### config.mk
export PLATFORM = sky130hd
export DESIGN_NAME = scpm_ctrl
export DESIGN_NICKNAME = d
export VERILOG_FILES = /design/src/core/scpm_ctrl.v /design/src/core/scpm_div.v /design/src/core/scpm_gsw.v
export VERILOG_INCLUDE_DIRS = /design/src /design/src/core
export SDC_FILE = /design/constraint.sdc
export NUM_CORES = 1
export LEC_CHECK = 0
export BUFFER_PORTS_ARGS = -buffer_cell sky130_fd_sc_hd__buf_4
export CAP_MARGIN = 0
export CORE_UTILIZATION = 30
export CTS_BUF_LIST = sky130_fd_sc_hd__clkbuf_16
export DETAILED_ROUTE_END_ITERATION = 8
export PLACE_DENSITY = 0.52
export SYNTH_ARGS = -nofsm -noshare
export SYNTH_HDL_FRONTEND = slang
export SYNTH_SLANG_ARGS = --single-unit
### constraint.sdc
create_clock -name aclk -period 3.61 [get_ports aclk]
set_clock_uncertainty 0.2 [all_clocks]
set_input_delay 0.5415 -clock aclk [delete_from_list [all_inputs] [get_ports aclk]]
set_output_delay 0.5415 -clock aclk [all_outputs]
set_load 0.01 [all_outputs]
### src/core/scpm_regs.vh
// register map, field positions, reset values and timing constants for the clock and mode controller
`ifndef SCPM_REGS_VH
`define SCPM_REGS_VH

// register byte offsets
`define SCPM_OFF_CTRL 12'h000
`define SCPM_OFF_HSEN 12'h004
`define SCPM_OFF_STAT 12'h008
`define SCPM_OFF_CMD 12'h00c
`define SCPM_ADDR_W 12

// control register fields
`define SCPM_SEL_HI 7
`define SCPM_SEL_LO 5
`define SCPM_FSS_BIT 2
`define SCPM_HSK_BIT 1
`define SCPM_LSK_BIT 0
`define SCPM_CTRL_MASK 32'h0000_00e7
`define SCPM_CTRL_RST 8'h00
`define SCPM_HSEN_RST 1'b1

// system clock select codes
`define SCPM_SEL_SUB 3'h7
`define SCPM_SEL_W 3

// command register: bit 0 executes a halt, bit 1 wakes
`define SCPM_CMD_HALT 0
`define SCPM_CMD_WAKE 1

// status fields
`define SCPM_ST_MODE_LO 0
`define SCPM_ST_BUSY 4
`define SCPM_ST_SEL_LO 8

// operating mode codes
`define SCPM_MODE_FAST 3'h0
`define SCPM_MODE_SLOW 3'h1
`define SCPM_MODE_SLEEP 3'h2
`define SCPM_MODE_SBY_SUB 3'h3
`define SCPM_MODE_SBY_BOTH 3'h4
`define SCPM_MODE_SBY_FAST 3'h5

// switch settle: four periods of the current system clock
`define SCPM_SWITCH_PERIODS 3'h4

// axi responses
`define SCPM_RESP_OKAY 2'h0
`define SCPM_RESP_SLVERR 2'h2

`endif

### src/core/scpm_ctrl.v
// system clock selection and operating mode controller with axi4-lite registers
`timescale 1ns/1ps
`include "scpm_regs.vh"
// Function
// - The system clock comes from the high-frequency clock or the sub clock, chosen by the three-bit select field.
// - In fast mode the high-speed clock is divided by 1 to 64 as the select field says.
// - The high-frequency clock comes only from the internal fast rc oscillator.
// - The sub clock comes from the external slow crystal or the internal slow rc, chosen by the source bit.
// - Moving the system clock to the sub clock stops or keeps the high-speed oscillator per its enable bit.
// - In slow mode the high-frequency clock follows its oscillator enable bit while the cpu runs on the sub clock.
// - In fast and slow mode the cpu, sub clock and watchdog clock run regardless of both keep-alive bits.
// - A halt with both keep-alive bits low enters sleep with cpu, high clock and sub clock stopped.
// - The watchdog rc clock runs in every mode.
// - A halt with only the low-speed keep-alive set stops cpu and high clock and keeps the system clock only for 111.
// - A halt with both keep-alive bits set stops only the cpu.
// - A halt with only the high-speed keep-alive set stops cpu and sub clock, keeping the system clock for 000~110 only if the oscillator enable bit is set.
// - The source bit selects the internal slow rc when 0 and the external slow crystal when 1.
// - A select or source change completes only after four current system clock periods plus a variable part.
module scpm_ctrl (
	// clock and reset
	input wire aclk,
	input wire aresetn,
	// axi4-lite write address
	input wire [11:0] s_axi_awaddr,
	input wire s_axi_awvalid,
	output reg s_axi_awready,
	// axi4-lite write data
	input wire [31:0] s_axi_wdata,
	input wire [3:0] s_axi_wstrb,
	input wire s_axi_wvalid,
	output reg s_axi_wready,
	// axi4-lite write response
	output reg [1:0] s_axi_bresp,
	output reg s_axi_bvalid,
	input wire s_axi_bready,
	// axi4-lite read address
	input wire [11:0] s_axi_araddr,
	input wire s_axi_arvalid,
	output reg s_axi_arready,
	// axi4-lite read data
	output reg [31:0] s_axi_rdata,
	output reg [1:0] s_axi_rresp,
	output reg s_axi_rvalid,
	input wire s_axi_rready,
	// oscillator clock levels from pins or analog cells
	input wire internal_fast_rc,
	input wire external_slow_crystal,
	input wire internal_slow_rc,
	// wake event from outside logic
	input wire wake_req,
	// derived clocks and gates
	output reg sys_clk_q,
	output reg high_freq_clock_q,
	output reg sub_clock_q,
	output reg watchdog_rc_clock_q,
	output reg cpu_run_q,
	output reg hs_osc_en_q,
	output reg [2:0] mode_q
);
	// synchronisers for the asynchronous oscillator levels and wake
	reg [3:0] sy1_q;
	reg [3:0] sy2_q;
	reg hf_prev_q;
	always @(posedge aclk) begin
		if (!aresetn) begin
			sy1_q <= 4'h0;
			sy2_q <= 4'h0;
			hf_prev_q <= 1'b0;
		end else begin
			sy1_q <= {wake_req, internal_slow_rc, external_slow_crystal, internal_fast_rc};
			sy2_q <= sy1_q;
			hf_prev_q <= sy2_q[0];
		end
	end
	wire hf_lvl = sy2_q[0];
	wire hf_rise = hf_lvl & ~hf_prev_q;
	wire wake_lvl = sy2_q[3];

	// software registers
	reg [`SCPM_SEL_W-1:0] sel_q;
	reg fss_q;
	reg hsk_q;
	reg lsk_q;
	reg hs_en_q;
	reg halt_p;
	reg wake_p;
	wire [2:0] mode_d;

	// divider of the high-frequency clock, stopped when the oscillator is off
	wire [5:0] div_lvl;
	scpm_div u_div (
		.aclk(aclk),
		.aresetn(aresetn),
		.src_rise(hf_rise),
		.run(hs_osc_en_q),
		.div_q(div_lvl)
	);

	// fast-mode source: ratio 1 to 64 from the select code
	reg fast_lvl;
	always @* begin
		case (sel_q)
			3'h0: fast_lvl = hf_lvl & hs_osc_en_q; // only the fast rc feeds this
			3'h1: fast_lvl = div_lvl[0];
			3'h2: fast_lvl = div_lvl[1];
			3'h3: fast_lvl = div_lvl[2];
			3'h4: fast_lvl = div_lvl[3];
			3'h5: fast_lvl = div_lvl[4];
			3'h6: fast_lvl = div_lvl[5];
			default: fast_lvl = 1'b0;
		endcase
	end

	// sub clock source: 0 slow rc, 1 crystal, switched glitch-free
	wire sub_lvl;
	wire sub_own_xtal;
	scpm_gsw u_subsw (
		.aclk(aclk),
		.aresetn(aresetn),
		.clk_a(sy2_q[2]),
		.clk_b(sy2_q[1]),
		.sel_b(fss_q),
		.clk_q(sub_lvl),
		.own_b_q(sub_own_xtal)
	);

	// system clock: divided fast clock or sub clock, switched glitch-free
	wire sys_lvl;
	wire sys_own_sub;
	scpm_gsw u_syssw (
		.aclk(aclk),
		.aresetn(aresetn),
		.clk_a(fast_lvl),
		.clk_b(sub_lvl),
		.sel_b(sel_q == `SCPM_SEL_SUB),
		.clk_q(sys_lvl),
		.own_b_q(sys_own_sub)
	);

	// settle counter: four rising edges of the current system clock after a change
	reg [2:0] settle_q;
	reg sys_prev_q;
	wire sys_rise = sys_lvl & ~sys_prev_q;
	wire sel_wr;
	always @(posedge aclk) begin
		if (!aresetn) begin
			settle_q <= 3'h0;
			sys_prev_q <= 1'b0;
		end else begin
			sys_prev_q <= sys_lvl;
			if (sel_wr)
				settle_q <= `SCPM_SWITCH_PERIODS;
			else if (settle_q != 3'h0 && sys_rise)
				settle_q <= settle_q - 3'h1;
		end
	end
	// busy also while a switch has not yet handed over ownership
	wire busy = (settle_q != 3'h0) | (sys_own_sub != (sel_q == `SCPM_SEL_SUB)) | (sub_own_xtal != fss_q);

	// halt samples the keep-alive bits at that instant; the select stays live
	assign mode_d = (!hsk_q && !lsk_q) ? `SCPM_MODE_SLEEP :
		(!hsk_q && lsk_q) ? `SCPM_MODE_SBY_SUB :
		(hsk_q && lsk_q) ? `SCPM_MODE_SBY_BOTH :
		`SCPM_MODE_SBY_FAST;
	wire run_mode = (sel_q == `SCPM_SEL_SUB);
	wire [2:0] run_code = run_mode ? `SCPM_MODE_SLOW : `SCPM_MODE_FAST;
	wire halted = (mode_q != `SCPM_MODE_FAST) && (mode_q != `SCPM_MODE_SLOW);
	always @(posedge aclk) begin
		if (!aresetn) begin
			mode_q <= `SCPM_MODE_FAST;
		end else if (!halted) begin
			if (halt_p)
				mode_q <= mode_d;
			else
				mode_q <= run_code;
		end else if (wake_p || wake_lvl) begin
			mode_q <= run_code;
		end
	end

	// clock gating per operating mode
	reg sys_on;
	reg hf_on;
	reg sub_on;
	always @* begin
		sys_on = 1'b1;
		hf_on = hs_en_q;
		sub_on = 1'b1;
		case (mode_q)
			`SCPM_MODE_FAST: hf_on = 1'b1; // keep-alive bits ignored
			`SCPM_MODE_SLOW: hf_on = hs_en_q;
			`SCPM_MODE_SLEEP: begin
				sys_on = 1'b0;
				hf_on = 1'b0;
				sub_on = 1'b0;
			end
			`SCPM_MODE_SBY_SUB: begin
				sys_on = (sel_q == `SCPM_SEL_SUB);
				hf_on = 1'b0;
			end
			`SCPM_MODE_SBY_BOTH: hf_on = 1'b1;
			`SCPM_MODE_SBY_FAST: begin
				sys_on = (sel_q != `SCPM_SEL_SUB);
				sub_on = 1'b0;
			end
			default: begin
				sys_on = 1'b1;
				hf_on = 1'b1;
			end
		endcase
	end

	// registered clock and gate outputs; the system and sub clock gates let a level rise only on a fresh source edge
	// and never cut a high phase short, so no runt appears there; the high clock is masked directly by hs_osc_en_q
	reg sub_prev_q;
	always @(posedge aclk) begin
		if (!aresetn) begin
			sys_clk_q <= 1'b0;
			high_freq_clock_q <= 1'b0;
			sub_clock_q <= 1'b0;
			sub_prev_q <= 1'b0;
			watchdog_rc_clock_q <= 1'b0;
			cpu_run_q <= 1'b0;
			hs_osc_en_q <= `SCPM_HSEN_RST;
		end else begin
			hs_osc_en_q <= hf_on;
			sys_clk_q <= sys_lvl & (sys_clk_q | (sys_on & ~sys_prev_q));
			high_freq_clock_q <= hf_lvl & hs_osc_en_q;
			sub_prev_q <= sub_lvl;
			sub_clock_q <= sub_lvl & (sub_clock_q | (sub_on & ~sub_prev_q));
			watchdog_rc_clock_q <= sy2_q[2]; // always on
			cpu_run_q <= !halted;
		end
	end

	// axi4-lite write channel: address and data in either order
	reg aw_hold_q;
	reg w_hold_q;
	reg [11:0] aw_addr_q;
	reg [31:0] w_data_q;
	reg [3:0] w_strb_q;
	wire do_wr = aw_hold_q && w_hold_q && !s_axi_bvalid;
	assign sel_wr = do_wr && (aw_addr_q == `SCPM_OFF_CTRL) && w_strb_q[0];
	always @(posedge aclk) begin
		if (!aresetn) begin
			aw_hold_q <= 1'b0;
			w_hold_q <= 1'b0;
			aw_addr_q <= 12'h000;
			w_data_q <= 32'h0000_0000;
			w_strb_q <= 4'h0;
			s_axi_awready <= 1'b0;
			s_axi_wready <= 1'b0;
			s_axi_bvalid <= 1'b0;
			s_axi_bresp <= `SCPM_RESP_OKAY;
			sel_q <= 3'h0;
			fss_q <= 1'b0;
			hsk_q <= 1'b0;
			lsk_q <= 1'b0;
			hs_en_q <= `SCPM_HSEN_RST;
			halt_p <= 1'b0;
			wake_p <= 1'b0;
		end else begin
			halt_p <= 1'b0;
			wake_p <= 1'b0;
			s_axi_awready <= !aw_hold_q && !s_axi_awready && s_axi_awvalid;
			s_axi_wready <= !w_hold_q && !s_axi_wready && s_axi_wvalid;
			if (s_axi_awvalid && s_axi_awready) begin
				aw_hold_q <= 1'b1;
				aw_addr_q <= s_axi_awaddr;
			end
			if (s_axi_wvalid && s_axi_wready) begin
				w_hold_q <= 1'b1;
				w_data_q <= s_axi_wdata;
				w_strb_q <= s_axi_wstrb;
			end
			if (do_wr) begin
				aw_hold_q <= 1'b0;
				w_hold_q <= 1'b0;
				s_axi_bvalid <= 1'b1;
				s_axi_bresp <= `SCPM_RESP_OKAY;
				case (aw_addr_q)
					`SCPM_OFF_CTRL: if (w_strb_q[0]) begin
						sel_q <= w_data_q[`SCPM_SEL_HI:`SCPM_SEL_LO];
						fss_q <= w_data_q[`SCPM_FSS_BIT];
						hsk_q <= w_data_q[`SCPM_HSK_BIT];
						lsk_q <= w_data_q[`SCPM_LSK_BIT];
					end
					`SCPM_OFF_HSEN: if (w_strb_q[0])
						hs_en_q <= w_data_q[0];
					`SCPM_OFF_CMD: if (w_strb_q[0]) begin
						halt_p <= w_data_q[`SCPM_CMD_HALT];
						wake_p <= w_data_q[`SCPM_CMD_WAKE];
					end
					`SCPM_OFF_STAT: s_axi_bresp <= `SCPM_RESP_OKAY;
					default: s_axi_bresp <= `SCPM_RESP_SLVERR;
				endcase
			end else if (s_axi_bvalid && s_axi_bready) begin
				s_axi_bvalid <= 1'b0;
			end
		end
	end

	// axi4-lite read channel: one cycle to accept, data the next
	always @(posedge aclk) begin
		if (!aresetn) begin
			s_axi_arready <= 1'b0;
			s_axi_rvalid <= 1'b0;
			s_axi_rdata <= 32'h0000_0000;
			s_axi_rresp <= `SCPM_RESP_OKAY;
		end else begin
			s_axi_arready <= !s_axi_arready && !s_axi_rvalid && s_axi_arvalid;
			if (s_axi_arvalid && s_axi_arready) begin
				s_axi_rvalid <= 1'b1;
				s_axi_rresp <= `SCPM_RESP_OKAY;
				s_axi_rdata <= 32'h0000_0000;
				case (s_axi_araddr)
					`SCPM_OFF_CTRL: s_axi_rdata <= {24'h00_0000, sel_q, 2'h0, fss_q, hsk_q, lsk_q};
					`SCPM_OFF_HSEN: s_axi_rdata <= {31'h0000_0000, hs_en_q};
					`SCPM_OFF_STAT: s_axi_rdata <= {21'h00_0000, sel_q, 3'h0, busy, 1'b0, mode_q};
					`SCPM_OFF_CMD: s_axi_rdata <= 32'h0000_0000;
					default: s_axi_rresp <= `SCPM_RESP_SLVERR;
				endcase
			end else if (s_axi_rvalid && s_axi_rready) begin
				s_axi_rvalid <= 1'b0;
			end
		end
	end
endmodule // scpm_ctrl

### src/core/scpm_div.v
// ripple-free divider chain giving the high-speed clock over 2 to 64
`timescale 1ns/1ps
module scpm_div (
	// clock and reset
	input wire aclk,
	input wire aresetn,
	// source clock rising-edge strobe (sampled) and run enable
	input wire src_rise,
	input wire run,
	// divided levels, bit k is source over 2^(k+1)
	output reg [5:0] div_q
);
	// each stage toggles when all lower stages are high at a source rise
	wire [6:0] carry;
	assign carry[0] = src_rise & run;
	genvar k;
	generate
		for (k = 0; k < 6; k = k + 1) begin : g_stage
			assign carry[k+1] = carry[k] & div_q[k];
			always @(posedge aclk) begin
				if (!aresetn)
					div_q[k] <= 1'b0;
				else if (carry[k])
					div_q[k] <= ~div_q[k];
			end
		end
	endgenerate
endmodule // scpm_div

### src/core/scpm_gsw.v
// glitch-free two-way clock switch working on sampled clock levels
`timescale 1ns/1ps
module scpm_gsw (
	// clock and reset
	input wire aclk,
	input wire aresetn,
	// candidate clock levels
	input wire clk_a,
	input wire clk_b,
	// 1 selects clk_b
	input wire sel_b,
	// switched clock and currently owning side
	output reg clk_q,
	output reg own_b_q
);
	reg own_a_q;
	// release the old side only in its low phase, claim the new one only when the old is released,
	// so no shortened phase reaches the output
	always @(posedge aclk) begin
		if (!aresetn) begin
			own_a_q <= 1'b1;
			own_b_q <= 1'b0;
			clk_q <= 1'b0;
		end else begin
			if (own_a_q && sel_b && !clk_a)
				own_a_q <= 1'b0;
			else if (!own_a_q && !own_b_q && !sel_b && !clk_a)
				own_a_q <= 1'b1;
			if (own_b_q && !sel_b && !clk_b)
				own_b_q <= 1'b0;
			else if (!own_a_q && !own_b_q && sel_b && !clk_b)
				own_b_q <= 1'b1;
			clk_q <= (own_a_q & clk_a) | (own_b_q & clk_b);
		end
	end
endmodule // scpm_gsw

==> run summary, run 1 <==
Synth area leader: dfxtp_1
Final Cycle Share: 0.621
Status: completed
DRC: 0
Die height: 108 um
Routed wire length: 7070 um
Seq/Total Area, Yosys: 0.486
Setup CP Type: register to register
Core ar.: 10900 um^2
Unrepaired setup endpoints after global routing: false
Mapped Cells: 381
ANT cells: 0
Tmin final: 2.24 ns
Post-Syn Area: 3380 um^2
Post-Place Cells: 568
Share of the synthesized area in the top cell type: 0.486
Starting density of the core: 0.311
Die area: 11700 um^2
Slew @ Worst Pin: 0.663 ns
Worst Path Max Fanout: 7
Post-synth top cells: dfxtp_1, nand2_1, a21oi_1, buf_4, nor2_1
Final non-filler cell total: 583
Routed vias/inst: 4.61
Pwr dens: 460 nW/um^2
Clock latency on the worst-skew pair: 0.33 ns
Post-CTS Setup Repair Bufs: 0
Overflow after GRT: 0
1st-pass router iterations: 4
Slew Limit Fails: 0
Setup Total Neg Slack: 0 ns
Power, Total: 1920 uW
Max cap viols: 0
Final weighted congestion in routability-driven placement: 0.731
Synth Warn #: 0
Std cell rows: 38
Asr flop ratio synth: 0
Initial antenna violation count: 0
Primary flip-flop cell chosen by synthesis mapping: dfxtp_1
Startpoint Class: register
Avg WL per Cell: 12.1 um
Number of global-route vias before repair: 2468
Hold Path Class: primary input to register
Synth Area per Inst: 8.87 um^2
Synth-to-Final Area Change: 23.6%
Worst VDD drop: 0.000201 V
TritonCTS Buffers: 9
I/O Buffers: 67
Leakage Power: 0.00169 uW
Clock Sink Count: 82
Largest net degree at the start of global routing: 47
Total GRT Usage: 0.128
Chip Width: 108 um
Count leader, synth: dfxtp_1
Hold_buf cts: 0
Max-slew headroom: 0.558
First-pass GRT wire length: 11500 um
Hold Vio Cnt, Final: 0
Clock tree from TritonCTS: yes
Yosys cell types: 45
Critical Path Sink Type: register
I/O pin total: 121
EDFF count, synth: 0
Worst EP required: 3.60 ns
Final setup violation count: 0
Area contributors post-synth: dfxtp_1, nand2_1, buf_4
Fraction of layout cells with a size suffix above 1: 0.199
Vias: 2687
HPWL Detailed: 5200 um
Reg clk slew, reported paths: 0.06 ns
Max Clock Freq: 446 MHz
#FFs+latches synth: 82
Fillers: 1109
Clock root buffer: clkbuf_16
Final nets: 516
CTS Buffer Depth: 2
Antenna Nets Post-Route: 0
H-tree levels: 3
Detailed router's first-iteration violation count: 91
Arr. time, crit path: 2.23 ns
Post-CTS Resized: 0
==> final cells by class <==
| cell class | instances | area, um^2 | share of cell area |
|---|---|---|---|
| inverters | 12 | 45.0 | 0.0108 |
| clock inverters | 6 | 58.8 | 0.0141 |
| multi-input cells | 266 | 1520 | 0.364 |
| clock buffers | 9 | 225 | 0.0539 |
| well taps | 140 | 175 | 0.0419 |
| repair buffers | 68 | 510 | 0.122 |
| flip-flops and latches | 82 | 1640 | 0.393 |
==> metal layers <==
layer	routed length (um)	global-route usage	up-vias
met5	0	0	-
met3	455	0.0428	7
li1	-	-	1383
met4	83	0.0440	0
met1	3300	0.151	1215
met2	3230	0.215	82
==> per-stage QoR <==
stage | hold slack, ns | utilization | setup WS, ns | cell area, um^2
floorplan | 0.212 | - | 1.52 | 3470
global placement | 0.218 | 0.358 | 1.35 | 3890
detailed placement | 0.217 | 0.358 | 1.37 | 3890
CTS | 0.212 | 0.384 | 1.36 | 4180
global route | 0.211 | 0.384 | 1.29 | 4180
finish | 0.222 | 0.384 | 1.37 | 4180
==> flip-flops by register name, indices dropped and copies added (netlist names), 3 cells and up <==
register,flops
u_div.div_q,6
sy2_q,4
aw_addr_q,12
s_axi_rdata,10
mode_q,3
sel_q,3
w_data_q,6
settle_q,3
sy1_q,4
==> report_power, final <==
group          switching, uW  total (uW)  internal (uW)
Clock                    339         866            526
Sequential              13.9         938            924
Combinational           61.6         117           55.5
==> logic make-up (layout without fill, tap and decap cells) <==
kind of cell    Yosys count  in the layout  synth area share
simple gates            149            149             0.228
flops                    82             82             0.486
compound gates           74             74             0.138
buf+inv                  56             95            0.0896
xor+xnor                  7              7            0.0181
fa+ha+maj                 6              6            0.0222
mux                       6              6            0.0178
other cells               1             24           0.00111
==> layout by cell type (no fill, tap or decap), types with 2 or more instances in the layout <==
cell and n:
a21oi_1 35, a22o_1 7, a22oi_1 3, a31oi_1 3, and2_1 14, and3_1 7, buf_4 68, clkbuf_16 9
clkinv_1 2, conb_1 24, dfxtp_1 82, ha_1 6, inv_1 12, mux2i_1 6, nand2_1 50, nand2b_1 7
nand3_1 13, nand3b_1 3, nand4_1 9, nor2_1 23, nor2b_1 3, nor3_1 8, nor4_1 2, o21a_1 2
o21ai_0 8, o221a_2 2, o22ai_1 2, o31ai_1 7, or4_4 2, xnor2_1 3, xor2_1 4
==> worst paths after layout <==
path         slack [ns]  depth (start not counted)        to             start
min reg2reg        0.23                          1  sy2_q[1]          sy1_q[1]
max reg2reg        1.37                          4  sel_q[1]      aw_addr_q[1]
max                1.37                          4  sel_q[1]      aw_addr_q[1]
min                0.22                          2  sy1_q[2]  internal_slow_rc
==> critical path, cell delays in order, from the launching register on <==
cell,delay [ns]
dfxtp_1,0.31
or4_4,0.55
or4b_1,0.68
o31ai_1,0.26
a21oi_1,0.10
Power figures use the tool's default switching activity.
==> inputs of run 2 (changes only) <==
==> constraint.sdc (replaced) <==
create_clock -name aclk -period 2.15 [get_ports aclk]
set_clock_uncertainty 0.2 [all_clocks]
set_input_delay 0.3225 -clock aclk [delete_from_list [all_inputs] [get_ports aclk]]
set_output_delay 0.3225 -clock aclk [all_outputs]
set_load 0.01 [all_outputs]
==> run 2 against run 1 <==
Against the previous run: first-iteration DRC count increased by 29%; register-to-register slack got worse by 1.3 ns; routed wire length increased by 4.4%; maximum frequency increased by 6.2%; global-route usage increased by 0.96 points.
==> run summary, run 2 (same netlist as run 1, synthesis figures left out) <==
Status: completed
Hold Crit Depth: 2 (unchanged)
Setup CP Type: register to register
Max FFs per register: 12 (unchanged)
Clk pwr share: 0.454 (+0.003)
Avg WL per Cell: 12.4 um (+1.9%)
Reg clk slew, reported paths: 0.06 ns (about the same)
Sequential power share: 0.482 (-0.006)
HPWL Detailed: 5490 um (+5.5%)
Clock tree from TritonCTS: yes
I/O pin total: 121 (unchanged)
Starting density of the core: 0.311 (unchanged)
Pwr dens: 757 nW/um^2 (+65%)
1st-pass router iterations: 4 (unchanged)
Power, Total: 3270 uW (+70%)
Total GRT Usage: 0.138 (+0.00964)
Critical path's top delay family: simple AND/OR/NAND/NOR gates
Slowest cell on crit path: or4b_4
Fraction of layout cells with a size suffix above 1: 0.228 (+0.0289)
Clock Sink Count: 82 (unchanged)
Final nets: 529 (+2.5%)
Synth-to-Final Area Change: 27.6%
Critical Path Sink Type: register
Final setup violation count: 0 (unchanged)
TritonCTS Buffers: 9 (unchanged)
Reg2reg setup slack: 0.04 ns (-1.33 ns)
Clock root buffer: clkbuf_16
Die height: 108 um (unchanged)
Place WS: -0.0681 ns (-1.44 ns)
Max cap viols: 0 (unchanged)
Routed wire length: 7390 um (+4.4%)
Delay of the slowest critical-path stage: 0.62 ns (-0.06 ns)
Slew @ Worst Pin: 0.677 ns (+0.0139 ns)
Max-slew headroom: 0.549 (-0.00924)
Setup Total Neg Slack: 0 ns (unchanged)
Overflow after GRT: 0 (unchanged)
Std cell rows: 38 (unchanged)
Final Util: 0.396 (+0.0124)
Hold Path Class: primary input to register
Clock latency on the worst-skew pair: 0.34 ns (about the same)
Hold Vio Cnt, Final: 0 (unchanged)
Fin area: 4310 um^2 (+3.2%)
First-pass GRT wire length: 12200 um (+6.2%)
Slew Limit Fails: 0 (unchanged)
CP bufs+invs: 0 (unchanged)
Worst Path Max Fanout: 7 (unchanged)
Startpoint Class: register
Detailed router's first-iteration violation count: 117 (+29%)
Most frequent cells in the layout: dfxtp_1, buf_4, nand2_1, a21oi_1, conb_1
Largest net degree at the start of global routing: 47 (unchanged)
CP Cell Sequence: or4_4 -> or4b_4 -> o31ai_1 -> a21oi_1
Final Cycle Share: 0.982 (+0.361)
ANT cells: 0 (unchanged)
Sw Ratio: 0.223 (+0.00695)
Arr. time, crit path: 2.11 ns (-0.12 ns)
Most common cell after layout, fill and taps aside: dfxtp_1
Number of global-route vias before repair: 2547 (+3.2%)
Routed vias/inst: 4.58 (-0.71%)
Final weighted congestion in routability-driven placement: 0.774 (+6.0%)
Psw: 728 uW (+76%)
Largest register by flop count: aw_addr_q
H-tree levels: 3 (unchanged)
Leakage Power: 0.00176 uW (+4.2%)
CTS Buffer Depth: 2 (unchanged)
Core ar.: 10900 um^2 (unchanged)
Tmin final: 2.11 ns (-0.132 ns)
Comb pwr share: 0.064 (+0.003)
Final worst slack: 0.0389 ns (-1.33 ns)
Fillers: 1109 (unchanged)
Cell area after placement: 3960 um^2 (+1.7%)
Unrepaired setup endpoints after global routing: true
Vias: 2732 (+1.7%)
R2R depth: 4 (unchanged)
Worst VDD drop: 0.000289 V (+44%)
WP depth: 4 (unchanged)
Chip Width: 108 um (unchanged)
Die area: 11700 um^2 (unchanged)
Worst EP required: 2.15 ns (-1.45 ns)
Antenna Nets Post-Route: 0 (unchanged)
Initial antenna violation count: 0 (unchanged)
Internal power: 2540 uW (+69%)
I/O Buffers: 67 (unchanged)
Top Registers: aw_addr_q: 12 flops, s_axi_rdata: 10 flops
Max Clock Freq: 474 MHz (+6.2%)
DRC: 0 (unchanged)
-- run 2: cell types whose count changed in the layout (fill, tap and decap cells not counted), sizes merged --
cell,change
dlygate4sd3,+3
inv,+1
clkinv,-1
clkinvlp,+1
buf,+10
-- run 2: layout make-up --
cell class              instances  area, um^2  area share
flip-flops and latches         82        1640       0.381
multi-input cells             266        1550       0.359
repair buffers                 81         616       0.143
clock buffers                   9         225      0.0522
well taps                     140         175      0.0406
clock inverters                 7        61.3      0.0142
inverters                      12        45.0      0.0104
-- run 2: metal layers --
layer | share of wire | global-route usage | up-vias
met4 | 0.028 | 0.0822 | 0
met2 | 0.45 | 0.219 | 86
met5 | 0 | 0 | -
met3 | 0.062 | 0.0332 | 17
li1 | - | - | 1408
met1 | 0.46 | 0.168 | 1221
-- run 2: what timing repair did --
item                                   in CTS  in global routing
pin swaps                                   0                  4
resized for setup                           1                  5
setup buffers                               0                  1
hold buffers                                3                  0
cloned                                      0                  0
endpoints found under the hold margin       3                  0
setup endpoints to repair                   7                  8
-- run 2: path summary, 6_finish.rpt --
path                start       end
min reg2reg      sy1_q[2]  sy2_q[2]
max reg2reg  aw_addr_q[0]  sel_q[2]
max          aw_addr_q[0]  sel_q[2]
min              wake_req  sy1_q[3]
-- run 2: power by group through the flow --
stage,combinational [uW],sequential [uW],clock [uW]
global route,237,1580,1580
global placement,205,1610,0
detailed placement,206,1610,0
CTS,212,1570,1520
finish,211,1570,1480
floorplan,142,1600,0
-- run 2: through the flow --
step	std cells	hold slack, ns
2_1_floorplan	404	0.212
3_3_place_gp	577	0.218
3_5_place_dp	577	0.221
4_1_cts	596	0.00569
5_1_grt	597	0.0142
6_report	597	0.00821
-- run 2: worst register-to-register path: cells and delay by family (launching register included) --
| family | cells | cell delay, ns |
|---|---|---|
| flops | 1 | 0.31 |
| compound gates | 2 | 0.31 |
| simple gates | 2 | 1.15 |
==> inputs of run 3 (changes only) <==
==> constraint.sdc (replaced) <==
create_clock -name aclk -period 2.6 [get_ports aclk]
set_clock_uncertainty 0.2 [all_clocks]
set_input_delay 0.39 -clock aclk [delete_from_list [all_inputs] [get_ports aclk]]
set_output_delay 0.39 -clock aclk [all_outputs]
set_load 0.01 [all_outputs]
==> run 3 against run 2 <==
Against the previous run: die area unchanged; maximum frequency is 6.4% lower; power decreased by 16%; register-to-register slack improved by 0.30 ns; via count is 1.5% lower; design area fell by 2.4%; critical path depth unchanged; first-iteration DRC count fell by 32%; sequential share of layout area rose by 0.93 points; routed wire length is 3.0% lower; non-clock buffer count fell by 11; setup slack gained 0.30 ns.
==> run summary, run 3 (same netlist as run 1, synthesis figures left out) <==
Hold Slack: 0.0709 ns (+0.0627 ns)
Worst Path Max Fanout: 7 (unchanged)
Max FFs per register: 12 (unchanged)
Hold Crit Depth: 2 (unchanged)
Status: completed
R2R depth: 4 (unchanged)
Worst EP required: 2.59 ns (+0.44 ns)
Avg WL per Cell: 12.3 um (-0.96%)
TritonCTS Buffers: 9 (unchanged)
Slew Limit Fails: 0 (unchanged)
Max cap viols: 0 (unchanged)
Starting density of the core: 0.311 (unchanged)
CP Cell Sequence: or4_4 -> or4b_1 -> o31ai_1 -> a21oi_1
I/O pin total: 121 (unchanged)
Worst VDD drop: 0.000362 V (+25%)
Top Registers: aw_addr_q: 12 flops, s_axi_rdata: 10 flops
Most common cell after layout, fill and taps aside: dfxtp_1
Chip Width: 108 um (unchanged)
CP startpoint: aw_addr_q[1]
Post-CTS Setup Repair Bufs: 0 (unchanged)
Core ar.: 10900 um^2 (unchanged)
Fin area: 4210 um^2 (-2.4%)
Final setup violation count: 0 (unchanged)
Vias: 2691 (-1.5%)
Clock root buffer: clkbuf_16
Startpoint Class: register
Fraction of layout cells with a size suffix above 1: 0.200 (-0.0276)
Initial antenna violation count: 0 (unchanged)
Setup CP Type: register to register
Launching point of the worst reg2reg path: aw_addr_q[1]
Routed vias/inst: 4.60 (+0.52%)
Hold Vio Cnt, Final: 0 (unchanged)
Power, Total: 2740 uW (-16%)
Setup Total Neg Slack: 0 ns (unchanged)
Reg2reg setup slack: 0.34 ns (+0.30 ns)
Synth-to-Final Area Change: 24.6%
Leakage Power: 0.00173 uW (-2.1%)
Hold Path Class: primary input to register
Detailed router's first-iteration violation count: 80 (-32%)
Total GRT Usage: 0.127 (-0.0104)
Hold endpoint: sy1_q[0]
Final Cycle Share: 0.868 (-0.114)
Critical path's top delay family: simple AND/OR/NAND/NOR gates
Max Clock Freq: 443 MHz (-6.4%)
ANT cells: 0 (unchanged)
Routed wire length: 7170 um (-3.0%)
First-pass GRT wire length: 11500 um (-5.8%)
Tmin final: 2.26 ns (+0.145 ns)
Max-slew headroom: 0.536 (-0.0129)
Std cell rows: 38 (unchanged)
Final nets: 518 (-2.1%)
Most frequent cells in the layout: dfxtp_1, buf_4, nand2_1, a21oi_1, conb_1
Final weighted congestion in routability-driven placement: 0.731 (-5.6%)
Cell area after placement: 3910 um^2 (-1.3%)
Pwr dens: 651 nW/um^2 (-14%)
Arr. time, crit path: 2.25 ns (+0.14 ns)
Clock latency on the worst-skew pair: 0.33 ns (about the same)
Final Util: 0.387 (-0.00942)
Hold_buf cts: 0 (-3)
CP bufs+invs: 0 (unchanged)
Critical Path Sink Type: register
Largest net degree at the start of global routing: 47 (unchanged)
I/O Buffers: 67 (unchanged)
Overflow after GRT: 0 (unchanged)
HPWL Detailed: 5290 um (-3.5%)
Die area: 11700 um^2 (unchanged)
Largest register by flop count: aw_addr_q
H-tree levels: 3 (unchanged)
Post-CTS Resized: 0 (-1)
1st-pass router iterations: 4 (unchanged)
Reg2reg end: sel_q[1]
Clock tree from TritonCTS: yes
Clock Sink Count: 82 (unchanged)
WP depth: 4 (unchanged)
Delay of the slowest critical-path stage: 0.68 ns (+0.06 ns)
Antenna Nets Post-Route: 0 (unchanged)
Number of global-route vias before repair: 2502 (-1.8%)
CTS Buffer Depth: 2 (unchanged)
Slowest cell on crit path: or4b_1
Die height: 108 um (unchanged)
Reg clk slew, reported paths: 0.06 ns (about the same)
Slew @ Worst Pin: 0.697 ns (+0.0193 ns)
Hold Path Origin: internal_fast_rc
Unrepaired setup endpoints after global routing: false
DRC: 0 (unchanged)
run 3: changes by cell type in the layout (fill, tap and decap cells not counted), sizes merged:
cell and delta:
clkinvlp -2, clkinv -2, inv +2, buf -8, bufinv +1, dlygate4sd3 -3
run 3: layout make-up:
type / instances / area, um^2
clock buffers: 9 / 225
clock inverters: 6 / 76.3
fillers: 1127 / 6680
inverters: 12 / 45.0
multi-input cells: 266 / 1520
flip-flops and latches: 82 / 1640
well taps: 140 / 175
repair buffers: 70 / 526
run 3: power breakdown:
group,internal [uW],switching [uW]
clock,822,453
combinational,77.0,85.3
sequential,1280,19.1
run 3: routing by layer:
layer,up-vias,track usage,share of wire
met5,-,0,0
met4,0,0.0587,0.016
li1,1384,-,-
met2,76,0.212,0.45
met3,12,0.0283,0.062
met1,1219,0.156,0.47
run 3: through the flow:
step | instances | setup slack [ns]
after floorplan | 404 | 0.507
after global placement | 570 | 0.358
after detailed placement | 570 | 0.331
after CTS | 585 | 0.325
after global routing | 585 | 0.232
final | 585 | 0.344
run 3: worst max-delay path by stage:
stage / end / slack [ns]
3_3_place_gp: sel_q[1] / 0.36
2_1_floorplan: fss_q / 0.51
6_report: sel_q[1] / 0.34
5_1_grt: fss_q / 0.23
3_5_place_dp: sel_q[0] / 0.33
4_1_cts: sel_q[0] / 0.32
